`config.mk`:
```
export PLATFORM = sky130hd
export DESIGN_NAME = catx_ctrl
export DESIGN_NICKNAME = d
export VERILOG_FILES = /design/src/logic/catx_pkg.sv /design/src/logic/catx_ctrl.sv
export VERILOG_INCLUDE_DIRS = /design/src /design/src/logic
export SDC_FILE = /design/constraint.sdc
export NUM_CORES = 1
export LEC_CHECK = 0
export BUFFER_PORTS_ARGS = -buffer_cell sky130_fd_sc_hd__buf_2
export CAP_MARGIN = 20
export CORE_MARGIN = 5
export CORE_UTILIZATION = 47
export CTS_CLUSTER_SIZE = 10
export DETAILED_ROUTE_END_ITERATION = 16
export GPL_ROUTABILITY_DRIVEN = 1
export PLACE_DENSITY = 0.8
export RECOVER_POWER = 100
export SLEW_MARGIN = 10
export SYNTH_ARGS = -nofsm -noshare
export SYNTH_HDL_FRONTEND = slang
export SYNTH_SLANG_ARGS = --single-unit
export TNS_END_PERCENT = 100
```
`constraint.sdc`:
```
create_clock -name sys_clk -period 2.09 [get_ports sys_clk]
set_input_delay 0.418 -clock sys_clk [delete_from_list [all_inputs] [get_ports sys_clk]]
set_output_delay 0.418 -clock sys_clk [all_outputs]
set_load 0.02 [all_outputs]
```
`src/logic/catx_map.svh`:
```
// Register map, field positions, reset values for the CAN transmit select / acceptance slice
// Assumes byte addresses on an APB bus with 32-bit data
`ifndef CATX_MAP_SVH
`define CATX_MAP_SVH
`define CATX_OFF_TAAK 12'h000
`define CATX_OFF_TBSEL 12'h004
`define CATX_OFF_IDAC 12'h008
`define CATX_OFF_TFLG 12'h00c
`define CATX_OFF_TARQ 12'h010
`define CATX_OFF_INIT 12'h014
`define CATX_OFF_IRQ_STAT 12'h018
`define CATX_OFF_IRQ_MASK 12'h01c
`define CATX_MODE_LSB 4
`define CATX_MODE_MSB 5
`define CATX_HIT_MSB 2
`define CATX_RST_BYTE 8'h00
`define CATX_RST_TFLG 3'h7
`endif

```
`src/logic/catx_pkg.sv`:
```
// Types for the CAN transmit select / acceptance slice
// Assumes nothing beyond a SystemVerilog compiler
`default_nettype none
package catx_pkg;
    typedef enum logic [1:0] {
        CATX_MODE_TWO32 = 2'h0,
        CATX_MODE_FOUR16 = 2'h1,
        CATX_MODE_EIGHT8 = 2'h2,
        CATX_MODE_CLOSED = 2'h3
    } catx_mode_t;
    typedef enum logic [1:0] {
        CATX_INIT_RUN = 2'h0,
        CATX_INIT_REQ = 2'h1,
        CATX_INIT_ACTIVE = 2'h3,
        CATX_INIT_LEAVE = 2'h2
    } catx_init_t;
endpackage
`default_nettype wire

```
`src/logic/catx_ctrl.sv`:
```
// CAN transmit buffer select, abort acknowledge and acceptance control slice
// Assumes an APB master on sys_clk; protocol engine drives the tx and rx events
`include "catx_map.svh"
`default_nettype none
// Function
// - Abort acknowledge register held at zero while init mode active.
// - Abort acknowledge readable anytime; writes ignored.
// - Per-buffer abort acknowledge set when that buffer's message was aborted.
// - Abort acknowledge bit clears when software clears the same empty flag.
// - Select register held reset in init; writable only when request and ack clear.
// - Select reads return only lowest set bit.
// - Lowest set select bit picks the buffer mapped into the window.
// - Window accesses blocked while selected buffer is scheduled.
// - No window accesses when no buffer selected.
// - Acceptance control readable anytime, writable only in init mode.
// - Hit index bits read-only, even in init mode.
// - Mode 00 two 32-bit, 01 four 16-bit, 10 eight 8-bit, 11 closed.
// - Closed mode accepts no message; foreground buffer never reloaded.
// - Three-bit hit field gives accepting filter index 0 to 7.
// - Hit index tracks foreground message, updated on each matching shift-in unless mode is closed or init mode is active.
// - Empty flag set on send or granted abort; abort request then cleared.
// - Abort granted only if not started, or after lost arbitration or error.
module catx_ctrl #(
    parameter int NUM_TX = 3,
    parameter int INIT_DELAY = 2
) (
    input wire logic sys_clk,
    input wire logic rst,
    input wire logic [11:0] paddr,
    input wire logic psel,
    input wire logic penable,
    input wire logic pwrite,
    input wire logic [31:0] pwdata,
    input wire logic [3:0] pstrb,
    output logic [31:0] prdata,
    output logic pready,
    output logic pslverr,
    input wire logic [2:0] tx_sent,
    input wire logic [2:0] tx_started,
    input wire logic [2:0] tx_failed,
    input wire logic [2:0] tx_abort_point,
    input wire logic rx_shift_in,
    input wire logic rx_match,
    input wire logic [2:0] rx_filter_index,
    input wire logic window_access,
    output logic [2:0] window_buffer,
    output logic window_select_valid,
    output logic window_grant,
    output logic [1:0] acceptance_mode,
    output logic rx_foreground_load,
    output logic init_acknowledge,
    output logic irq
);
    // ==========================================================
    // State
    // ==========================================================
    logic [2:0] tx_buffer_empty;
    logic [2:0] abort_request;
    logic [2:0] abort_acknowledged;
    logic [2:0] tx_select;
    logic [1:0] mode;
    logic [2:0] acceptance_hit_index;
    logic init_request;
    catx_pkg::catx_init_t init_state;
    logic [3:0] init_cnt;
    logic [2:0] irq_stat;
    logic [2:0] irq_mask;
    logic init_mode;
    logic run_mode;
    logic wr;
    logic rd;
    logic [2:0] granted;
    logic [2:0] done;
    logic [2:0] tflg_clr;
    logic [2:0] sel_low;
    logic mapped;
    logic [31:0] next_prdata;

    // Lowest set bit isolation, used for read and mapping
    function automatic logic [2:0] lowest_bit(input logic [2:0] v);
        lowest_bit = v & (~v + 3'h1);
    endfunction

    // ==========================================================
    // Decode
    // ==========================================================
    assign init_mode = init_request & init_acknowledge;
    assign run_mode = ~init_request & ~init_acknowledge;
    assign wr = psel & penable & pwrite & pready & pstrb[0];
    assign rd = psel & penable & ~pwrite;
    // Abort grant only before start or after a failed attempt
    assign granted = abort_request & ~tx_buffer_empty & tx_abort_point
                   & (~tx_started | tx_failed);
    assign done = (tx_sent | granted) & ~tx_buffer_empty;
    assign tflg_clr = (wr && paddr == `CATX_OFF_TFLG && run_mode) ? pwdata[2:0] : 3'h0;
    assign sel_low = lowest_bit(tx_select);
    assign mapped = |sel_low;

    // ==========================================================
    // Init handshake
    // ==========================================================
    // Request bit from software
    always_ff @(posedge sys_clk or posedge rst)
    begin
        if (rst)
            init_request <= 1'b1;
        else if (wr && paddr == `CATX_OFF_INIT)
            init_request <= pwdata[0];
    end

    // Acknowledge follows request after a short delay
    always_ff @(posedge sys_clk or posedge rst)
    begin
        if (rst)
        begin
            init_state <= catx_pkg::CATX_INIT_RUN;
            init_cnt <= 4'h0;
            init_acknowledge <= 1'b0;
        end
        else
        begin
            case (init_state)
                catx_pkg::CATX_INIT_RUN:
                    if (init_request)
                    begin
                        init_state <= catx_pkg::CATX_INIT_REQ;
                        init_cnt <= 4'h0;
                    end
                catx_pkg::CATX_INIT_REQ:
                    if (init_cnt == 4'(INIT_DELAY))
                    begin
                        init_state <= catx_pkg::CATX_INIT_ACTIVE;
                        init_acknowledge <= 1'b1;
                    end
                    else
                        init_cnt <= init_cnt + 4'h1;
                catx_pkg::CATX_INIT_ACTIVE:
                    if (!init_request)
                        init_state <= catx_pkg::CATX_INIT_LEAVE;
                catx_pkg::CATX_INIT_LEAVE:
                begin
                    init_state <= catx_pkg::CATX_INIT_RUN;
                    init_acknowledge <= 1'b0;
                end
                default:
                    init_state <= catx_pkg::CATX_INIT_RUN;
            endcase
        end
    end

    // ==========================================================
    // Transmit flags
    // ==========================================================
    // Empty flags: set on completion, cleared by software write of one
    always_ff @(posedge sys_clk or posedge rst)
    begin
        if (rst)
            tx_buffer_empty <= `CATX_RST_TFLG;
        else if (init_mode)
            tx_buffer_empty <= `CATX_RST_TFLG;
        else
            tx_buffer_empty <= (tx_buffer_empty & ~tflg_clr) | done;
    end

    // Abort requests: software sets, cleared when the empty flag sets
    always_ff @(posedge sys_clk or posedge rst)
    begin
        if (rst)
            abort_request <= 3'h0;
        else if (init_mode)
            abort_request <= 3'h0;
        else if (wr && paddr == `CATX_OFF_TARQ && run_mode)
            abort_request <= (abort_request | (pwdata[2:0] & ~tx_buffer_empty)) & ~done;
        else
            abort_request <= abort_request & ~done;
    end

    // Abort acknowledge: hardware only, set wins over clear
    always_ff @(posedge sys_clk or posedge rst)
    begin
        if (rst)
            abort_acknowledged <= 3'(`CATX_RST_BYTE);
        else if (init_mode)
            abort_acknowledged <= 3'h0;
        else
            abort_acknowledged <= (abort_acknowledged & ~tflg_clr) | granted;
    end

    // ==========================================================
    // Buffer select and window
    // ==========================================================
    // Select register, writable only in run mode
    always_ff @(posedge sys_clk or posedge rst)
    begin
        if (rst)
            tx_select <= 3'h0;
        else if (init_mode)
            tx_select <= 3'h0;
        else if (wr && paddr == `CATX_OFF_TBSEL && run_mode)
            tx_select <= pwdata[2:0];
    end

    // Window mapping and access grant
    always_ff @(posedge sys_clk or posedge rst)
    begin
        if (rst)
        begin
            window_buffer <= 3'h0;
            window_select_valid <= 1'b0;
            window_grant <= 1'b0;
        end
        else
        begin
            window_buffer <= sel_low;
            window_select_valid <= mapped;
            window_grant <= window_access & mapped
                          & |(sel_low & tx_buffer_empty);
        end
    end

    // ==========================================================
    // Acceptance control
    // ==========================================================
    // Mode field, writable only in init mode
    always_ff @(posedge sys_clk or posedge rst)
    begin
        if (rst)
            mode <= 2'h0;
        else if (wr && paddr == `CATX_OFF_IDAC && init_mode)
            mode <= pwdata[`CATX_MODE_MSB:`CATX_MODE_LSB];
    end

    assign acceptance_mode = mode; // Straight from the mode flip-flops

    // Hit index and foreground reload
    always_ff @(posedge sys_clk or posedge rst)
    begin
        if (rst)
        begin
            acceptance_hit_index <= 3'h0;
            rx_foreground_load <= 1'b0;
        end
        else if (init_mode)
        begin
            acceptance_hit_index <= 3'h0;
            rx_foreground_load <= 1'b0;
        end
        else
        begin
            rx_foreground_load <= rx_shift_in & rx_match
                                & (mode != catx_pkg::CATX_MODE_CLOSED);
            if (rx_shift_in && rx_match && mode != catx_pkg::CATX_MODE_CLOSED)
                acceptance_hit_index <= rx_filter_index;
        end
    end

    // ==========================================================
    // Interrupts
    // ==========================================================
    // Sticky status per buffer done, write one to clear, set wins
    always_ff @(posedge sys_clk or posedge rst)
    begin
        if (rst)
            irq_stat <= 3'h0;
        else if (wr && paddr == `CATX_OFF_IRQ_STAT)
            irq_stat <= (irq_stat & ~pwdata[2:0]) | done;
        else
            irq_stat <= irq_stat | done;
    end

    // Mask register and interrupt line
    always_ff @(posedge sys_clk or posedge rst)
    begin
        if (rst)
        begin
            irq_mask <= 3'h0;
            irq <= 1'b0;
        end
        else
        begin
            if (wr && paddr == `CATX_OFF_IRQ_MASK)
                irq_mask <= pwdata[2:0];
            irq <= |(irq_stat & irq_mask);
        end
    end

    // ==========================================================
    // APB slave
    // ==========================================================
    // Read mux
    always_comb
    begin
        next_prdata = 32'h0;
        case (paddr)
            `CATX_OFF_TAAK: next_prdata = {29'h0, abort_acknowledged};
            `CATX_OFF_TBSEL: next_prdata = {29'h0, sel_low};
            `CATX_OFF_IDAC: next_prdata = {26'h0, mode, 1'b0, acceptance_hit_index};
            `CATX_OFF_TFLG: next_prdata = {29'h0, tx_buffer_empty};
            `CATX_OFF_TARQ: next_prdata = {29'h0, abort_request};
            `CATX_OFF_INIT: next_prdata = {30'h0, init_acknowledge, init_request};
            `CATX_OFF_IRQ_STAT: next_prdata = {29'h0, irq_stat};
            `CATX_OFF_IRQ_MASK: next_prdata = {29'h0, irq_mask};
            default: next_prdata = 32'h0;
        endcase
    end

    // One wait state: ready in the second access cycle
    always_ff @(posedge sys_clk or posedge rst)
    begin
        if (rst)
        begin
            pready <= 1'b0;
            prdata <= 32'h0;
            pslverr <= 1'b0;
        end
        else
        begin
            pready <= psel & penable & ~pready;
            if (rd && !pready)
                prdata <= next_prdata;
            pslverr <= psel & penable & ~pready & (paddr > `CATX_OFF_IRQ_MASK
                     || paddr[1:0] != 2'h0);
        end
    end
endmodule
`default_nettype wire

```
==> flow_summary.yaml, run 1 <==
place:
  gp_congestion: 0.889
  dpl_cell_area_um2: 2810
  io_buffers: 57
  hpwl_um: 4180
timing:
  fin_tns_setup_ns: 0
  rsz0062_at_grt: "false"
  clock_skew_ns: 0.00689
  fin_crit_ns: 2.00
  setup_viol: 0
  worst_pin_slew_ns: 1.06
  fmax_mhz: 499
  final-max-slew-violation-count: 0
  period_share: 0.959
  hold_violations: 0
  slew_headroom: 0.293
  holdWs_ns: 0.326
critical_path:
  critical_path.max_fanout: 6
  path_class: "in -> reg"
  worstSetupEndpointType: "register"
  critPathLaunchType: "primary input"
  worst-endpoint-arrival_ns: 2.20
  required_ns: 2.28
global_routing:
  busiest_layer: "met2"
  grt_pass1_vias: 1935
  grt_first_pass_wirelength_um: 9460
  antenna_found_initial: 0
  use_met2: 0.252
  gr-total-overflow: 0
  grt_max_degree: 46
  grt_use_met3: 0.0475
  gr-usage-met1: 0.225
  grt_usage: 0.166
drt:
  ant_nets: 0
  drt-initial-drc-count: 224
  wl_per_cell_um: 14.3
  vias: 1999
  routed_via_density: 5.23
  drtPass1Iterations: 4
  drc: 0
  drt-total-wl_um: 5470
logic_synthesis:
  async_flop_share: 1.00
  synth_cells: 247
  synth_seq_cells: 45
  synth_area_leader_cell: "dfrtp_1"
  yosys.area.top_type_share: 0.409
  synth.avg_cell_area_um2: 10.1
  yosysSeqAreaShare: 0.451
  ys_types: 46
  synthTopCellsByArea: "dfrtp_1 (41%), buf_4 (8.1%), dfstp_2 (4.2%)"
  syn_area_um2: 2510
  ys_warn_count: 0
  synth_edf_count: 0
  synthFlopType: "dfrtp_1"
clock_network:
  path_clk_slew_ns: 0.08
  cts_tree: "done"
  cts_made_buffers: 5
  clock_latency_ns: 0.30
  ctsRootBufferMaster: "clkbuf_8"
  cts_buffer_depth: 2
  cts_setup_buffers: 0
  hold_buffers: 0
  cts_sinks: 45
  cts.repair.resized: 0
  h-tree-depth: 2
die:
  die_area_um2: 6890
  boundaryPins: 115
  die_y_um: 83.0
  core_area_um2: 5140
  rows: 26
  die-width_um: 83.0
  start_util: 0.488
power:
  peakVddDrop_v: 0.000279
  finalPower_uw: 1800
  p_leak_uw: 0.00136
  p_per_area_nw_per_um2: 622
flow_run:
  max_cap_violations: 0
cells_and_area:
  final_nets: 384
  drive_above_1_share: 0.231
  final_area_um2: 2890
  area_growth_pct: 15.3
  diodes: 0
  final_util: 0.562
  nFillCells: 450
run_status:
  status: "finished clean"
min_path:
  hold_path_class: "in -> reg"
-- Yosys cell counts (all sizes together) (5+ instances only) --
master,instances
a21oi,11
and2,5
buf,28
clkbuf,8
dfrtp,41
inv,12
mux2,7
mux2i,5
nand2,19
nand4,6
nor2,6
nor2b,6
nor3,8
o21ai,18
-- per-stage QoR --
step / setup slack, ns / instances
detailed placement: -0.258 / 374
CTS: 0.0623 / 382
floorplan: -0.0467 / 273
finish: 0.0855 / 382
global route: 0.00510 / 382
global placement: -0.248 / 374
-- kinds of logic after synthesis --
| group | after synthesis | synth area share |
|---|---|---|
| and+or+nand+nor | 85 | 0.208 |
| AOI/OAI and AO/OA | 50 | 0.129 |
| buffers and inverters | 48 | 0.113 |
| DFF | 45 | 0.451 |
| muxes | 16 | 0.0874 |
| adders and majority gates | 2 | 0.00998 |
| other | 1 | 0.00150 |
-- sequential cells by signal, indices dropped and copies added, names as in the netlist, 2 cells and up --
name,cells
irq_stat,3
abort_request,3
tx_buffer_empty,3
acceptance_mode,2
abort_acknowledged,3
init_state,2
init_cnt,4
tx_select,3
acceptance_hit_index,3
irq_mask,3
window_buffer,3
prdata,5
-- layer usage --
metal  vias to the layer above  wire length (µm)
met2                        83              2490
met3                        12               469
met1                       935              2400
met4                         0               107
met5                         -                 0
li1                        969                 -
-- worst max-delay path, cell delays in order --
cell and delay, ns:
buf_2 0.09, or4_4 0.52, or4_1 0.58, nor4_4 0.23
mux2_1 0.35
-- placed cells by master (no fill, tap or decap), types with 3 or more instances in the layout --
cell type	netlist	final
a21oi_1	11	11
nand3_1	4	4
inv_1	12	12
nor4_1	2	3
nand2_1	19	19
buf_2	1	40
nand4_1	6	6
and4b_1	3	3
nor2_1	6	6
o311ai_0	3	3
clkbuf_1	8	21
a22o_1	4	4
and2_1	5	3
clkbuf_8	0	6
o211ai_1	4	4
mux2_2	5	5
nand2b_1	3	3
nand4b_1	4	4
nor3b_1	3	3
or2_2	4	4
dfrtp_1	41	41
buf_4	27	5
mux4_2	4	4
nor2b_1	6	6
conb_1	1	27
mux2i_1	5	5
nor3_1	8	8
a21o_1	4	4
o21ai_0	18	18
-- path summary, 6_finish.rpt --
kind	start	to	slack (ns)	cells past startpoint
max	paddr[9]	acceptance_mode[1]$_DFFE_PP0P_	0.09	5
min	pwdata[4]	acceptance_mode[0]$_DFFE_PP0P_	0.33	2
max reg2reg	pready$_DFF_PP0_	acceptance_mode[1]$_DFFE_PP0P_	0.14	4
min reg2reg	prdata[0]$_DFFE_PP0P_	prdata[0]$_DFFE_PP0P_	0.49	2
max in group asynchronous	rst	irq_stat[2]$_DFF_PP0_	1.00	3
min in group asynchronous	rst	tx_select[0]$_DFFE_PP0P_	0.43	3
-- report_power, final --
group | internal (µW) | switching, µW
sequential | 895 | 20.8
combinational | 75.3 | 129
clock | 390 | 287
total | 1360 | 436
-- layout make-up --
| class | count | area [µm²] | area share |
|---|---|---|---|
| inverters | 12 | 45.0 | 0.0156 |
| clock buffers | 7 | 86.3 | 0.0299 |
| well taps | 70 | 87.6 | 0.0303 |
| clock inverters | 1 | 30.0 | 0.0104 |
| flip-flops and latches | 45 | 1130 | 0.392 |
| repair buffers | 67 | 325 | 0.113 |
| multi-input cells | 180 | 1180 | 0.410 |
Power figures use the tool's default switching activity.
==> run 2, diff against run 1 <==
- BUFFER_PORTS_ARGS: -buffer_cell sky130_fd_sc_hd__buf_2 -> default
- CORE_UTILIZATION: 47 -> 55
- DONT_BUFFER_PORTS: default -> 1
- PLACE_DENSITY: 0.8 -> 0.7
==> run 2 against run 1 <==
  * First-iteration DRC count decreased by 38%
  * Global-route usage grew 2.2 points
  * Final cell count down 20%
  * Wire length down 0.53%
  * Cell area down 10%
  * Die area decreased by 13%
  * Sequential share of layout area grew 4.6 points
  * Clock power grew 1%
  * Power down 2.9%
  * Fmax grew 5.0%
  * Utilization grew 2.8 points
  * Largest cell class unchanged
==> flow_summary.yaml, run 2 (synthesized netlist as in run 1, its figures left out) <==
run_status:
  status: "finished clean"
power:
  finalPower_uw: 1740
  p_leak_uw: 0.00117
  peakVddDrop_v: 0.000418
  p_per_area_nw_per_um2: 674
clock_network:
  cts_sinks: 45
  cts_setup_buffers: 0
  path_clk_slew_ns: 0.08
  cts_buffer_depth: 2
  cts.repair.resized: 0
  clock_latency_ns: 0.31
  h-tree-depth: 2
  hold_buffers: 0
  ctsRootBufferMaster: "clkbuf_8"
  cts_tree: "done"
  cts_made_buffers: 5
die:
  die_area_um2: 6010
  die-width_um: 77.5
  boundaryPins: 115
  core_area_um2: 4380
  die_y_um: 77.5
  start_util: 0.572
  rows: 24
drt:
  wl_per_cell_um: 17.7
  drt-total-wl_um: 5440
  drtPass1Iterations: 4
  vias: 1797
  routed_via_density: 5.85
  ant_nets: 0
  drt-initial-drc-count: 139
  drc: 0
critical_path:
  worst-endpoint-arrival_ns: 2.10
  critPathMostFrequentCell: "or4_1"
  required_ns: 2.28
  crit_chain: "or4_1, or4_1, buf_4, nor4_4, mux2_1"
  crit_path_max_incr_delay_ns: 0.54
  slowest_stage: "or4_1"
  critPathLaunchType: "primary input"
  cp.buffers_inverters: 1
  worstSetupEndpointType: "register"
  critical_path.max_fanout: 7
  path_class: "in -> reg"
  critical_path.top_delay_family: "simple AND/OR/NAND/NOR gates"
cells_and_area:
  largest_register_ffs: 5
  area_growth_pct: 3.25
  regMostFlops: "prdata"
  final_cells: 307
  final_cell_mix: "dfrtp_1 (41), conb_1 (27), nand2_1 (19)"
  nFillCells: 403
  drive_above_1_share: 0.110
  final_common_cell: "dfrtp_1"
  regArea_um2: 1130
  diodes: 0
  largestRegisters: "prdata (5), init_cnt (4)"
  multiInputGateArea_um2: 1180
  final_nets: 327
timing:
  period_share: 0.913
  setup_viol: 0
  fmax_mhz: 524
  hold_violations: 0
  worst_pin_slew_ns: 1.11
  fin_tns_setup_ns: 0
  rsz0062_at_grt: "false"
  holdWs_ns: 0.245
  final-max-slew-violation-count: 0
  fin_crit_ns: 1.91
  slew_headroom: 0.262
  clock_skew_ns: 0.0106
global_routing:
  grt_max_degree: 46
  grt_usage: 0.188
  gr-total-overflow: 0
  grt_first_pass_wirelength_um: 9110
  grt_pass1_vias: 1803
  antenna_found_initial: 0
place:
  io_buffers: 0
  dpl.cell_count: 299
  hpwl_um: 4030
  gp_congestion: 0.859
min_path:
  hold_path_class: "in -> reg"
flow_run:
  max_cap_violations: 0
[run 2: layout make-up]
type | count | area share
multi-input cells | 180 | 0.456
flip-flops and latches | 45 | 0.437
clock buffers | 7 | 0.0334
well taps | 52 | 0.0251
repair buffers | 10 | 0.0193
inverters | 12 | 0.0174
clock inverters | 1 | 0.0116
[run 2: power breakdown]
group          internal, µW  switching (µW)  leakage [µW]
Clock                   390             293     0.0000585
Combinational          45.4            95.5      0.000542
Sequential              895            25.4      0.000565
[run 2: metrics by stage]
stage / worst slack, ns / utilization / instance area, µm²
6_report: 0.182 / 0.590 / 2590
5_1_grt: 0.104 / 0.590 / 2590
4_1_cts: 0.208 / 0.598 / 2620
3_5_place_dp: -0.104 / 0.572 / 2510
3_3_place_gp: -0.0920 / 0.572 / 2510
2_1_floorplan: -0.0467 / - / 2610
[run 2: layer usage]
metal,track usage,share of wire,up-vias
li1,-,-,851
met1,0.252,0.41,862
met2,0.295,0.47,79
met3,0.0625,0.10,5
met4,0.0515,0.011,0
met5,0,0,-
[run 2: final timing paths]
check | startpoint | cells past startpoint | end | slack (ns)
setup / recovery | paddr[9] | 5 | acceptance_mode[1]$_DFFE_PP0P_ | 0.18
hold / removal | pwdata[4] | 1 | acceptance_mode[0]$_DFFE_PP0P_ | 0.25
setup reg to reg | pready$_DFF_PP0_ | 5 | acceptance_mode[1]$_DFFE_PP0P_ | 0.25
hold reg to reg | irq_stat[2]$_DFF_PP0_ | 1 | irq_stat[2]$_DFF_PP0_ | 0.51
max in group asynchronous | rst | 2 | window_buffer[1]$_DFF_PP0_ | 1.06
min in group asynchronous | rst | 2 | prdata[5]$_DFFE_PP0P_ | 0.36
[run 2: worst reg2reg max path, stage by stage (launching register included)]
cell and delay (ns):
dfrtp_1 0.35, nand3_1 0.12, or4_1 0.54, buf_4 0.18, nor4_4 0.18, mux2_1 0.36
